--- src/pkg/dtw_defines.svh ---
// register map, field positions, reset values and step-table figures of the window timer
`ifndef DTW_DEFINES_SVH
`define DTW_DEFINES_SVH

// ----------------------------------------
// register offsets (byte addresses)
// ----------------------------------------
`define DTW_ADDR_W 8
`define DTW_OFF_WINDOW 8'h28
`define DTW_OFF_CONFIG 8'h2C
`define DTW_OFF_STATUS 8'h30
`define DTW_OFF_MASK 8'h34
`define DTW_OFF_STATE 8'h38

// ----------------------------------------
// reset values
// ----------------------------------------
`define DTW_WINDOW_RST 8'h00
`define DTW_CONFIG_RST 8'h00
`define DTW_EVENT_RST 3'h0
`define DTW_COUNT_RST 8'h00

// ----------------------------------------
// configuration fields
// ----------------------------------------
`define DTW_CFG_DOUBLE 0
`define DTW_CFG_ODR_LSB 1
`define DTW_CFG_ODR_MSB 3
`define DTW_CFG_MODE_LSB 4
`define DTW_CFG_MODE_MSB 5
`define DTW_CFG_HPF 6
`define DTW_CFG_HYBRID 7

// ----------------------------------------
// event bits
// ----------------------------------------
`define DTW_EV_DOUBLE 0
`define DTW_EV_EXPIRED 1
`define DTW_EV_REJECTED 2
`define DTW_EV_W 3

// ----------------------------------------
// step table, in 1.25 ms base ticks, as powers of two
// ----------------------------------------
`define DTW_STEP_W 10
`define DTW_ODR_800 3'h0
`define DTW_ODR_50 3'h4
`define DTW_ODR_12P5 3'h5
`define DTW_EXP_ONE 4'h1
`define DTW_EXP_NORMAL_SAT 4'h5
`define DTW_EXP_HIRES 4'h2
`define DTW_EXP_SLOW_SAT 4'h7
`define DTW_EXP_LP_SAT 4'h8

`endif

--- src/pkg/dtw_pkg.sv ---
// types shared by the double-tap window timer
package dtw_pkg;

	typedef enum logic [3:0]
	{
		ST_IDLE = 4'h1,
		ST_LATENCY = 4'h2,
		ST_WINDOW = 4'h4,
		ST_WIDTH = 4'h8
	} dtw_state_t;

	typedef enum logic [1:0]
	{
		PM_NORMAL = 2'h0,
		PM_LOW_NOISE_LOW_POWER = 2'h1,
		PM_HIRES = 2'h2,
		PM_LOW_POWER = 2'h3
	} dtw_power_mode_t;

endpackage

--- src/design/dtw_step_lookup.sv ---
// window time step, in base ticks, from data rate, power mode, filter and hybrid setting
`timescale 1ns/10ps
`include "dtw_defines.svh"

module dtw_step_lookup
	import dtw_pkg::*;
(
	input wire logic [2:0] odrSel,
	input wire dtw_power_mode_t powerMode,
	input wire logic hpfEnable,
	input wire logic hybridMode,
	output logic [`DTW_STEP_W-1:0] stepUnits
);

	// ----------------------------------------
	// exponent per power mode, filter on
	// ----------------------------------------
	wire logic [3:0] odrPlusOne = {1'b0, odrSel} + `DTW_EXP_ONE;
	wire logic slowRate = odrSel > `DTW_ODR_50;
	wire logic [3:0] normalExp = slowRate ? `DTW_EXP_NORMAL_SAT : odrPlusOne;
	wire logic [3:0] lowNoiseExp = slowRate ? `DTW_EXP_SLOW_SAT : odrPlusOne;
	wire logic [3:0] hiresExp = (odrSel == `DTW_ODR_800) ? `DTW_EXP_ONE : `DTW_EXP_HIRES;
	wire logic [3:0] lowPowerExp = (odrSel == `DTW_ODR_12P5) ? `DTW_EXP_SLOW_SAT :
		(odrSel > `DTW_ODR_12P5) ? `DTW_EXP_LP_SAT : odrPlusOne;
	wire logic [3:0] modeExp = (powerMode == PM_NORMAL) ? normalExp :
		(powerMode == PM_LOW_NOISE_LOW_POWER) ? lowNoiseExp :
		(powerMode == PM_HIRES) ? hiresExp : lowPowerExp;

	// filter off halves the step, hybrid doubles it
	wire logic [3:0] finalExp = modeExp - {3'h0, ~hpfEnable} + {3'h0, hybridMode};

	assign stepUnits = `DTW_STEP_W'(1) << finalExp;

endmodule // dtw_step_lookup

--- src/design/dtw_step_prescaler.sv ---
// divides the base tick down to one window time step
`timescale 1ns/10ps
`include "dtw_defines.svh"

module dtw_step_prescaler
(
	input wire logic mclk,
	input wire logic sys_rst,
	input wire logic restart,
	input wire logic baseTick,
	input wire logic [`DTW_STEP_W-1:0] stepUnits,
	output logic stepTick
);

	logic [`DTW_STEP_W-1:0] count_reg;
	wire logic [`DTW_STEP_W-1:0] countInc = count_reg + `DTW_STEP_W'(1);
	wire logic stepDone = baseTick && (countInc == stepUnits);

	// restart aligns the first step to the moment the window opens
	always_ff @(posedge mclk)
	begin
		if (sys_rst || restart)
		begin
			count_reg <= '0;
			stepTick <= 1'b0;
		end
		else
		begin
			count_reg <= stepDone ? '0 : (baseTick ? countInc : count_reg);
			stepTick <= stepDone;
		end
	end

endmodule // dtw_step_prescaler

--- src/design/dtw_window_timer.sv ---
// double-tap second-pulse window timer with apb register slave
`timescale 1ns/10ps
`include "dtw_defines.svh"

module dtw_window_timer
	import dtw_pkg::*;
(
	input wire logic mclk,
	input wire logic sys_rst,
	input wire logic psel,
	input wire logic penable,
	input wire logic pwrite,
	input wire logic [`DTW_ADDR_W-1:0] paddr,
	input wire logic [31:0] pwdata,
	output logic [31:0] prdata,
	output logic pready,
	output logic pslverr,
	input wire logic baseTick,
	input wire logic firstPulse,
	input wire logic latencyDone,
	input wire logic pulseAbove,
	input wire logic limitTick,
	input wire logic [7:0] pulseTimeLimit,
	output logic doublePulse,
	output logic windowOpen,
	output logic irq
);

	// ----------------------------------------
	// register storage
	// ----------------------------------------
	logic [7:0] pulse_second_window_reg;
	logic [7:0] primary_control_config_reg;
	logic [`DTW_EV_W-1:0] eventStatus_reg;
	logic [`DTW_EV_W-1:0] eventMask_reg;

	// ----------------------------------------
	// timer state
	// ----------------------------------------
	dtw_state_t state_reg;
	dtw_state_t state_next;
	logic [7:0] windowCount_reg;
	logic [7:0] windowCount_next;
	logic [7:0] widthCount_reg;
	logic [7:0] widthCount_next;
	logic pulseAbove_reg;
	logic doublePulse_next;
	logic windowOpen_next;
	logic [`DTW_EV_W-1:0] events;
	logic stepTick;
	logic [`DTW_STEP_W-1:0] stepUnits;

	// ----------------------------------------
	// apb decode
	// ----------------------------------------
	wire logic setupPhase = psel && !penable;
	wire logic accessPhase = psel && penable;
	wire logic hitWindow = paddr == `DTW_OFF_WINDOW;
	wire logic hitConfig = paddr == `DTW_OFF_CONFIG;
	wire logic hitStatus = paddr == `DTW_OFF_STATUS;
	wire logic hitMask = paddr == `DTW_OFF_MASK;
	wire logic hitState = paddr == `DTW_OFF_STATE;
	wire logic hitAny = hitWindow || hitConfig || hitStatus || hitMask || hitState;
	wire logic writeWindow = accessPhase && pwrite && hitWindow;
	wire logic writeConfig = accessPhase && pwrite && hitConfig;
	wire logic writeMask = accessPhase && pwrite && hitMask;
	wire logic readStatus = accessPhase && !pwrite && hitStatus;

	// single-cycle access: data is staged during setup so no wait states are needed
	assign pready = 1'b1;
	assign pslverr = accessPhase && !hitAny;

	wire logic [31:0] readMux =
		hitWindow ? {24'h000000, pulse_second_window_reg} :
		hitConfig ? {24'h000000, primary_control_config_reg} :
		hitStatus ? {29'h0, eventStatus_reg} :
		hitMask ? {29'h0, eventMask_reg} :
		hitState ? {12'h000, widthCount_reg, windowCount_reg, state_reg} :
		32'h00000000;

	// ----------------------------------------
	// configuration fields
	// ----------------------------------------
	wire logic doubleEnable = primary_control_config_reg[`DTW_CFG_DOUBLE];
	wire logic [2:0] odrSel =
		primary_control_config_reg[`DTW_CFG_ODR_MSB:`DTW_CFG_ODR_LSB];
	wire dtw_power_mode_t powerMode =
		dtw_power_mode_t'(primary_control_config_reg[`DTW_CFG_MODE_MSB:`DTW_CFG_MODE_LSB]);
	wire logic hpfEnable = primary_control_config_reg[`DTW_CFG_HPF];
	wire logic hybridMode = primary_control_config_reg[`DTW_CFG_HYBRID];

	// ----------------------------------------
	// step generation
	// ----------------------------------------
	dtw_step_lookup stepTable
	(
		.odrSel(odrSel),
		.powerMode(powerMode),
		.hpfEnable(hpfEnable),
		.hybridMode(hybridMode),
		.stepUnits(stepUnits)
	);

	// the window step restarts with the window so the first step is whole
	wire logic windowStart = (state_reg == ST_LATENCY) && latencyDone;

	dtw_step_prescaler stepDivider
	(
		.mclk(mclk),
		.sys_rst(sys_rst),
		.restart(windowStart),
		.baseTick(baseTick),
		.stepUnits(stepUnits),
		.stepTick(stepTick)
	);

	// ----------------------------------------
	// pulse edges
	// ----------------------------------------
	wire logic secondStart = pulseAbove && !pulseAbove_reg;
	wire logic secondEnd = !pulseAbove && pulseAbove_reg;
	wire logic [7:0] widthInc = widthCount_reg + 8'h01;
	wire logic widthOver = limitTick && (widthInc >= pulseTimeLimit);
	wire logic lastStep = stepTick && (windowCount_reg == 8'h01);

	// ----------------------------------------
	// window state machine
	// ----------------------------------------
	always_comb
	begin
		state_next = state_reg;
		windowCount_next = windowCount_reg;
		widthCount_next = widthCount_reg;
		doublePulse_next = 1'b0;
		events = `DTW_EVENT_RST;
		case (state_reg)
			ST_IDLE:
			begin
				if (firstPulse && doubleEnable)
				begin
					state_next = ST_LATENCY;
				end
			end
			ST_LATENCY:
			begin
				if (!doubleEnable)
				begin
					state_next = ST_IDLE;
				end
				else if (latencyDone)
				begin
					// full 8-bit count, at most 255 steps
					windowCount_next = pulse_second_window_reg;
					if (pulse_second_window_reg == `DTW_COUNT_RST)
					begin
						// a zero window closes at once
						state_next = ST_IDLE;
						events[`DTW_EV_EXPIRED] = 1'b1;
					end
					else
					begin
						state_next = ST_WINDOW;
					end
				end
			end
			ST_WINDOW:
			begin
				if (!doubleEnable)
				begin
					state_next = ST_IDLE;
					windowCount_next = `DTW_COUNT_RST;
				end
				else if (secondStart)
				begin
					// a start in the expiry cycle still counts as inside
					state_next = ST_WIDTH;
					widthCount_next = `DTW_COUNT_RST;
					windowCount_next = `DTW_COUNT_RST;
				end
				else if (lastStep)
				begin
					state_next = ST_IDLE;
					windowCount_next = `DTW_COUNT_RST;
					events[`DTW_EV_EXPIRED] = 1'b1;
				end
				else if (stepTick)
				begin
					// one count per effective step
					windowCount_next = windowCount_reg - 8'h01;
				end
			end
			ST_WIDTH:
			begin
				// window expiry no longer matters here
				if (!doubleEnable)
				begin
					state_next = ST_IDLE;
				end
				else if (secondEnd)
				begin
					state_next = ST_IDLE;
					if (widthCount_reg < pulseTimeLimit)
					begin
						// width below the limit
						doublePulse_next = 1'b1;
						events[`DTW_EV_DOUBLE] = 1'b1;
					end
					else
					begin
						events[`DTW_EV_REJECTED] = 1'b1;
					end
				end
				else if (widthOver)
				begin
					// too wide, give up before the pulse ends
					state_next = ST_IDLE;
					events[`DTW_EV_REJECTED] = 1'b1;
				end
				else if (limitTick)
				begin
					widthCount_next = widthInc;
				end
			end
			default:
			begin
				state_next = ST_IDLE;
				windowCount_next = `DTW_COUNT_RST;
				widthCount_next = `DTW_COUNT_RST;
			end
		endcase
	end

	assign windowOpen_next = state_next == ST_WINDOW;

	// ----------------------------------------
	// state registers
	// ----------------------------------------
	always_ff @(posedge mclk)
	begin
		if (sys_rst)
		begin
			state_reg <= ST_IDLE;
			windowCount_reg <= `DTW_COUNT_RST;
			widthCount_reg <= `DTW_COUNT_RST;
			pulseAbove_reg <= 1'b0;
			doublePulse <= 1'b0;
			windowOpen <= 1'b0;
		end
		else
		begin
			state_reg <= state_next;
			windowCount_reg <= windowCount_next;
			widthCount_reg <= widthCount_next;
			pulseAbove_reg <= pulseAbove;
			doublePulse <= doublePulse_next;
			windowOpen <= windowOpen_next;
		end
	end

	// ----------------------------------------
	// software registers
	// ----------------------------------------
	always_ff @(posedge mclk)
	begin
		if (sys_rst)
		begin
			pulse_second_window_reg <= `DTW_WINDOW_RST;
			primary_control_config_reg <= `DTW_CONFIG_RST;
			eventMask_reg <= `DTW_EVENT_RST;
		end
		else
		begin
			if (writeWindow)
			begin
				pulse_second_window_reg <= pwdata[7:0];
			end
			if (writeConfig)
			begin
				primary_control_config_reg <= pwdata[7:0];
			end
			if (writeMask)
			begin
				eventMask_reg <= pwdata[`DTW_EV_W-1:0];
			end
		end
	end

	// read data is staged in setup so it is stable for the whole access phase
	always_ff @(posedge mclk)
	begin
		if (sys_rst)
		begin
			prdata <= 32'h00000000;
		end
		else if (setupPhase)
		begin
			prdata <= pwrite ? 32'h00000000 : readMux;
		end
	end

	// ----------------------------------------
	// sticky events, cleared by reading them
	// ----------------------------------------
	genvar evIdx;
	generate
		for (evIdx = 0; evIdx < `DTW_EV_W; evIdx = evIdx + 1)
		begin : gStickyEvent
			// a read clears only the bits it returned, so an event set after setup is not lost
			always_ff @(posedge mclk)
			begin
				if (sys_rst)
				begin
					eventStatus_reg[evIdx] <= 1'b0;
				end
				else if (events[evIdx])
				begin
					eventStatus_reg[evIdx] <= 1'b1;
				end
				else if (readStatus && prdata[evIdx])
				begin
					eventStatus_reg[evIdx] <= 1'b0;
				end
			end
		end
	endgenerate

	// ----------------------------------------
	// interrupt
	// ----------------------------------------
	always_ff @(posedge mclk)
	begin
		if (sys_rst)
		begin
			irq <= 1'b0;
		end
		else
		begin
			irq <= |(eventStatus_reg & eventMask_reg);
		end
	end

endmodule // dtw_window_timer

--- config.mk ---
export PLATFORM = sky130hd
export DESIGN_NAME = dtw_window_timer
export DESIGN_NICKNAME = d
export VERILOG_FILES = /design/src/pkg/dtw_pkg.sv /design/src/design/dtw_step_lookup.sv /design/src/design/dtw_step_prescaler.sv /design/src/design/dtw_window_timer.sv
export VERILOG_INCLUDE_DIRS = /design/src /design/src/pkg
export SDC_FILE = /design/constraint.sdc
export NUM_CORES = 1
export LEC_CHECK = 0
export BUFFER_PORTS_ARGS = -buffer_cell sky130_fd_sc_hd__buf_2
export CAP_MARGIN = 30
export CORE_ASPECT_RATIO = 1.75
export CORE_MARGIN = 8
export CORE_UTILIZATION = 45
export DETAILED_ROUTE_END_ITERATION = 8
export PLACE_DENSITY = 0.67
export SYNTH_ARGS = -nofsm -noshare
export SYNTH_HDL_FRONTEND = slang
export SYNTH_SLANG_ARGS = --single-unit
--- constraint.sdc ---
create_clock -name mclk -period 4.6 [get_ports mclk]
set_input_delay 0.23 -clock mclk [delete_from_list [all_inputs] [get_ports mclk]]
set_output_delay 0.23 -clock mclk [all_outputs]
set_load 0.1 [all_outputs]
==> results.md, run 1 <==
* Leakage power at 0.00228 uW
* Count of cell types in the netlist at 65
* Post-layout nets at 746
* Crit Path Class: register to register
* Largest register FFs at 20
* Setup TNS at 0 ns
* Largest net degree at the start of global routing at 62
* XOR/XNOR Fraction of Synth Area at 0.0603
* Antenna cell count at 0
* Slew @ Worst Pin at 0.999 ns
* DRT antenna net count at 0
* Switch share at 0.248
* Top FF cell, synth: dfxtp_1
* 1st-pass router iterations at 5
* Final wirelength at 12500 um
* Setup violators final at 0
* Initial Util at 0.462
* TritonCTS clock tree: yes
* Initial DRC Count at 217
* CTS clk-pin slew, worst paths at 0.05 ns
* I/O pin cnt at 95
* Comb pwr share at 0.093
* Worst stage delay on the critical path at 0.60 ns
* Final Hold Violating Endpoints at 0
* Compound-Gate Fraction of Synth Area at 0.164
* Area of the multi-input gates at 3100 um2
* Via/cell ratio at 5.63
* GPL Wtd Cong at 0.850
* DP Wirelength at 9490 um
* Total clock buffers created by CTS at 9
* #FFs+latches synth at 77
* FMAX at 233 MHz
* Power Total at 1510 uW
* Max VDD drop at 0.189 mV
* Clk_skew at 0.00626 ns
* Avg Cell Area, Syn at 8.05 um2
* Clk pwr share at 0.462
* Max Transition Viols Final at 0
* Seq pwr share at 0.444
* Die H at 155 um
* Row count at 50
* Critical Path RT at 4.83 ns
* YS warnings at 0
* H-tree level count at 3
* Gr usage total at 0.171
* Critical path buffer and inverter count at 4
* Post-Synthesis Cell Area at 4940 um2
* Most frequent cells in the layout: 94 x nor2_1, 77 x dfxtp_1, 57 x buf_2, 49 x nand2_1, 34 x mux2i_1
* Critical Path Sink Type: register
* Crit share post-route at 0.934
* Yosys top cell by area: dfxtp_1
* Critical path arrival at 4.52 ns
* Crit path time final at 4.30 ns
* Post-synth ARST share at 0
* Register area at 1540 um2
* Mux cell area share after synthesis at 0.0757
* Post-synth EDFFs at 0
* Cells after Synth at 614
* Max Cap Viol at 0
* Post-synthesis simple-gate area fraction at 0.241
* Crit path max fanout at 6
* Chip width at 95.2 um
* Worst hold path type: primary input to register
* Largest family of logic cells by synthesized area: simple AND/OR/NAND/NOR gates
* First-pass GRT wire length at 20400 um
* Pwr/cell area at 271 nW/um2
* Int Power at 1140 uW
* Skew-Pair Late Insertion Delay at 0.33 ns
* Delay-heaviest family, CP: simple AND/OR/NAND/NOR gates
* Vias in the first global route at 4372
* Die area at 14700 um2
* Synth top area cells: dfxtp_1 31%, nor2_1 7.1%, ha_1 7.1%, mux2i_1 6.9%, nand2_1 3.7%
* Fill cells at 1053
* Psw at 375 uW
* Slowest-stage cell, CP: or4_1
* Clock sinks at 77
* Final routed DRC violation total at 0
* Core area at 10700 um2
* Initial antenna violation count at 0
* Buffers on Ports at 57
* RSZ-0062 raised after global routing: no
* Layout cell share with drive strength beyond 1 at 0.164
* Clock tree buffer depth at 2
* Sequential share of the synthesized area at 0.312
* WL per Instance at 15.7 um
* Root buf cell: clkbuf_16
* Area share of the leading cell type in the synthesized netlist at 0.312
* Status: finished clean
* Total number of vias at 4467
* Post-Synth Adder-Cell Area at 0.0750
* Worst path cell trace: inv_1 > ha_1 > nand2_1 > nor3_1 > a221oi_1 > ha_1 > inv_1 > ha_1 > inv_1 > fa_1 > or2_2 > mux4_2 > mux2i_1 > a22oi_1 > or4_1 > nor4_4 > buf_4 > nor2_2
* CP Launch Type: register
* Area grow syn2layout at 13.0%
* Commonest non-fill, non-tap cell in the layout: nor2_1
* Rel. slew slack at 0.334
* Grt ovf at 0
## layer usage
metal / vias to the layer above / wire length [um] / global-route usage
li1: 2229 / - / -
met1: 2109 / 4680 / 0.173
met2: 102 / 6980 / 0.324
met3: 27 / 457 / 0.0315
met4: 0 / 361 / 0.0711
met5: - / 0 / 0
## cells by family (layout without fill, tap and decap cells)
group	count (synthesis)	count (layout)
AO/OA/AOI/OAI	121	121
XOR/XNOR	34	34
adder cells (fa/ha/maj)	29	29
buffers and inverters	72	111
flip-flops	77	77
multiplexers	36	36
other	2	13
AND/OR/NAND/NOR	243	243
## power by group through the flow
stage | combinational, uW | sequential, uW | clock, uW
2_1_floorplan | 114 | 686 | 0
3_3_place_gp | 132 | 687 | 0
3_5_place_dp | 136 | 687 | 0
4_1_cts | 136 | 672 | 715
5_1_grt | 151 | 673 | 739
6_report | 141 | 673 | 700
## cell type report
cell class,count,area share
Inverter,24,0.0161
Multi-Input combinational cell,476,0.556
Timing Repair Buffer,71,0.0706
Tap cell,130,0.0291
Clock inverter,4,0.00851
Clock buffer,12,0.0441
Sequential cell,77,0.276
## metrics by stage
stage | cell area [um2] | worst slack [ns] | hold WS (ns) | std cells | util
global route | 5590 | 0.0567 | 0.168 | 794 | 0.522
finish | 5590 | 0.303 | 0.160 | 794 | 0.522
floorplan | 4980 | 0.339 | 0.377 | 625 | -
detailed placement | 5270 | 0.192 | 0.476 | 777 | 0.493
CTS | 5570 | 0.178 | 0.152 | 793 | 0.520
global placement | 5260 | 0.318 | 0.466 | 776 | 0.492
## timing repair
action / 4_1_cts / 5_1_grt
hold buffers: 0 / 0
setup buffers: 0 / 0
gates resized for setup: 0 / 6
setup endpoints to repair: 0 / 11
## synthesized netlist by cell type, types with 5 or more instances
library cell / number
nor2_1: 94
dfxtp_1: 77
nand2_1: 49
mux2i_1: 34
a21oi_1: 29
ha_1: 28
inv_1: 24
a22oi_1: 23
clkbuf_1: 21
xnor2_1: 21
o21ai_0: 20
nand3_1: 19
buf_4: 13
xor2_1: 13
nand2b_1: 12
nor3_1: 11
nor2_2: 9
a211oi_1: 7
buf_1: 7
o22ai_1: 7
o21a_1: 6
nand4_1: 5
nor4_1: 5
o31ai_1: 5
## worst paths after layout
check	startpoint	to	slack [ns]	cells after the start
min	pulseAbove	pulseAbove_reg$_SDFF_PP0_	0.16	3
min reg2reg	eventStatus_reg[1]$_SDFFE_PP0P_	eventStatus_reg[1]$_SDFFE_PP0P_	0.50	2
max reg2reg	primary_control_config_reg[1]$_SDFFE_PP0P_	stepDivider.count_reg[9]$_SDFFE_PP0P_	0.30	18
max	primary_control_config_reg[1]$_SDFFE_PP0P_	stepDivider.count_reg[9]$_SDFFE_PP0P_	0.30	18
## tightest hold or removal path, stage by stage
cell    delay, ns
buf_2        0.09
inv_1        0.05
nor2_1       0.08
No activity file was read; power rests on OpenSTA's default activity.
==> run 2, diff against run 1 <==
--- a/config.mk
+++ b/config.mk
@@ -10,9 +10,8 @@
 export CAP_MARGIN = 30
 export CORE_ASPECT_RATIO = 1.75
 export CORE_MARGIN = 8
-export CORE_UTILIZATION = 45
+export CORE_UTILIZATION = 25
 export DETAILED_ROUTE_END_ITERATION = 8
-export PLACE_DENSITY = 0.67
 export SYNTH_ARGS = -nofsm -noshare
 export SYNTH_HDL_FRONTEND = slang
 export SYNTH_SLANG_ARGS = --single-unit
==> run 2 against run 1 <==
  * Clock power grew 11%
  * Clock skew grew 0.0023 ns
  * Non-clock buffer count decreased by 2
  * Cell count up 14%
  * Count of clock-buffer cells in the layout decreased by 2
  * Wire length up 4.5%
  * Sequential share of layout area down 0.72 points
  * Hold slack got worse by 0.0020 ns
  * Critical path type unchanged
==> results.md, run 2 (same netlist as run 1, synthesis figures left out) <==
* Delay-heaviest family, CP: simple AND/OR/NAND/NOR gates (unchanged)
* Area grow syn2layout at 16.3% (was 13.0%)
* Die area at 24700 um2 (was 14700 um2)
* Final Hold Violating Endpoints at 0 (unchanged)
* Clock tree buffer depth at 2 (unchanged)
* Critical path buffer and inverter count at 4 (unchanged)
* Vias in the first global route at 4385 (was 4372)
* CP startpoint: primary_control_config_reg[1]$_SDFFE_PP0P_ (unchanged)
* FMAX at 233 MHz (about the same)
* Crit share post-route at 0.933 (was 0.934)
* Initial Util at 0.252 (was 0.462)
* Largest net degree at the start of global routing at 38 (was 62)
* WL per Instance at 14.4 um (was 15.7 um)
* I/O pin cnt at 95 (unchanged)
* Final wirelength at 13000 um (was 12500 um)
* Slew @ Worst Pin at 0.959 ns (was 0.999 ns)
* Row count at 68 (was 50)
* GPL Wtd Cong at 0.817 (was 0.850)
* CTS clk-pin slew, worst paths at 0.06 ns (was 0.05 ns)
* DP Wirelength at 10200 um (was 9490 um)
* H-tree level count at 3 (unchanged)
* Critical path arrival at 4.52 ns (about the same)
* Root buf cell: clkbuf_16 (unchanged)
* Crit path time final at 4.29 ns (was 4.30 ns)
* CP Launch Type: register (unchanged)
* DRT antenna net count at 0 (unchanged)
* Rel. slew slack at 0.358 (was 0.334)
* Most frequent cells in the layout: 94 x nor2_1, 75 x dfxtp_1, 57 x buf_2, 49 x nand2_1, 34 x mux2i_1 (was 94 x nor2_1, 77 x dfxtp_1, 57 x buf_2, 49 x nand2_1, 34 x mux2i_1)
* Total clock buffers created by CTS at 9 (unchanged)
* Initial DRC Count at 136 (was 217)
* Die H at 202 um (was 155 um)
* Initial antenna violation count at 0 (unchanged)
* Crit Path Class: register to register (unchanged)
* Skew-Pair Late Insertion Delay at 0.34 ns (was 0.33 ns)
* Total number of vias at 4354 (was 4467)
* CTS Hold Bufs at 0 (unchanged)
* CP dominant cell by count: inv_1
* Leakage power at 0.00228 uW (about the same)
* Pwr/cell area at 276 nW/um2 (was 271 nW/um2)
* Hold wc startpoint: pulseAbove (unchanged)
* Max Cap Viol at 0 (unchanged)
* Post-layout nets at 744 (was 746)
* Max Transition Viols Final at 0 (unchanged)
* Setup TNS at 0 ns (unchanged)
* Via/cell ratio at 4.80 (was 5.63)
* Clock sinks at 77 (unchanged)
* Slowest-stage cell, CP: or4_1 (unchanged)
* Commonest non-fill, non-tap cell in the layout: nor2_1 (unchanged)
* Core area at 19600 um2 (was 10700 um2)
* Setup violators final at 0 (unchanged)
* Clk_skew at 0.00853 ns (was 0.00626 ns)
* Critical Path RT at 4.83 ns (about the same)
* Status: finished clean (unchanged)
* Antenna cell count at 0 (unchanged)
* Largest register FFs at 20 (unchanged)
* Worst stage delay on the critical path at 0.56 ns (was 0.60 ns)
* Gr usage total at 0.107 (was 0.171)
* Critical Path Sink Type: register (unchanged)
* Post-CTS Setup Inserts at 0 (unchanged)
* Worst hold path type: primary input to register (unchanged)
* Final routed DRC violation total at 0 (unchanged)
* Layout cell share with drive strength beyond 1 at 0.171 (was 0.164)
* Crit path max fanout at 7 (was 6)
* Max VDD drop at 0.154 mV (was 0.189 mV)
* Worst path cell trace: inv_1 > ha_2 > o22ai_1 > a221oi_2 > ha_1 > inv_1 > ha_1 > inv_1 > fa_1 > or2_2 > mux4_2 > mux2i_1 > a22oi_1 > or4_1 > nor4_2 > buf_4 > nor3b_2 (was inv_1 > ha_1 > nand2_1 > nor3_1 > a221oi_1 > ha_1 > inv_1 > ha_1 > inv_1 > fa_1 > or2_2 > mux4_2 > mux2i_1 > a22oi_1 > or4_1 > nor4_4 > buf_4 > nor2_2)
* Crit Reg-Reg Startpoint: primary_control_config_reg[1]$_SDFFE_PP0P_ (unchanged)
* TritonCTS clock tree: yes (unchanged)
* First-pass GRT wire length at 21200 um (was 20400 um)
* Grt ovf at 0 (unchanged)
* 1st-pass router iterations at 4 (was 5)
* Chip width at 122 um (was 95.2 um)
* Buffers on Ports at 57 (unchanged)
* Fin Hold WS at 0.158 ns (was 0.160 ns)
* RSZ-0062 raised after global routing: no (unchanged)
run 2: changes by cell type in the layout (fill, tap and decap cells not counted), sizes merged:
cell / before / now
bufinv: 1 / 2
buf: 71 / 69
clkinv: 2 / 3
clkbuf: 12 / 10
run 2: metrics by stage:
stage                util  power [uW]  setup WS [ns]  instances  instance area (um2)
floorplan               -         801          0.339        625                 4980
global placement    0.276         825          0.194        891                 5410
detailed placement  0.276         826          0.161        891                 5410
CTS                 0.293        1600          0.141        907                 5730
global route        0.294        1640        0.00731        907                 5740
finish              0.294        1590          0.309        907                 5740
run 2: power by group:
group          switching [uW]  internal [uW]
logic                     104           33.5
clock network             286            489
registers                2.73            670
run 2: per-layer routing:
metal	routed length (um)	vias to the layer above	track usage	part of all wire
met5	0	-	0	0
met4	354	0	0.0543	0.027
met3	430	22	0.0184	0.033
met2	7360	80	0.209	0.56
met1	4900	2040	0.101	0.38
li1	-	2212	-	-
run 2: worst reg2reg max path: stages, from the launching register on:
cell and delay [ns]:
dfxtp_1 0.31, inv_1 0.10, ha_2 0.27, o22ai_1 0.11, a221oi_2 0.25, ha_1 0.27, inv_1 0.06, ha_1 0.15
inv_1 0.05, fa_1 0.42, or2_2 0.33, mux4_2 0.48, mux2i_1 0.14, a22oi_1 0.07, or4_1 0.56, nor4_2 0.33
buf_4 0.24, nor3b_2 0.06
run 2: area by class of cell:
type,instances,area [um2]
well taps,245,307
clock buffers,10,239
flip-flops and latches,77,1540
fillers,2128,13800
multi-input cells,476,3100
repair buffers,69,375
clock inverters,6,86.3
inverters,24,90.1
run 2: worst paths after layout:
path,to,slack (ns),depth (start not counted)
worst max-delay path,stepDivider.count_reg[1]$_SDFFE_PP0P_,0.31,17
worst max register to register,stepDivider.count_reg[1]$_SDFFE_PP0P_,0.31,17
worst min-delay path,pulseAbove_reg$_SDFF_PP0_,0.16,3
worst min register to register,eventStatus_reg[1]$_SDFFE_PP0P_,0.49,2
run 2: timing repair:
item | CTS | global route
setup endpoints to repair | 0 | 11
endpoints found under the hold margin | 0 | 0
resized for setup | 0 | 4
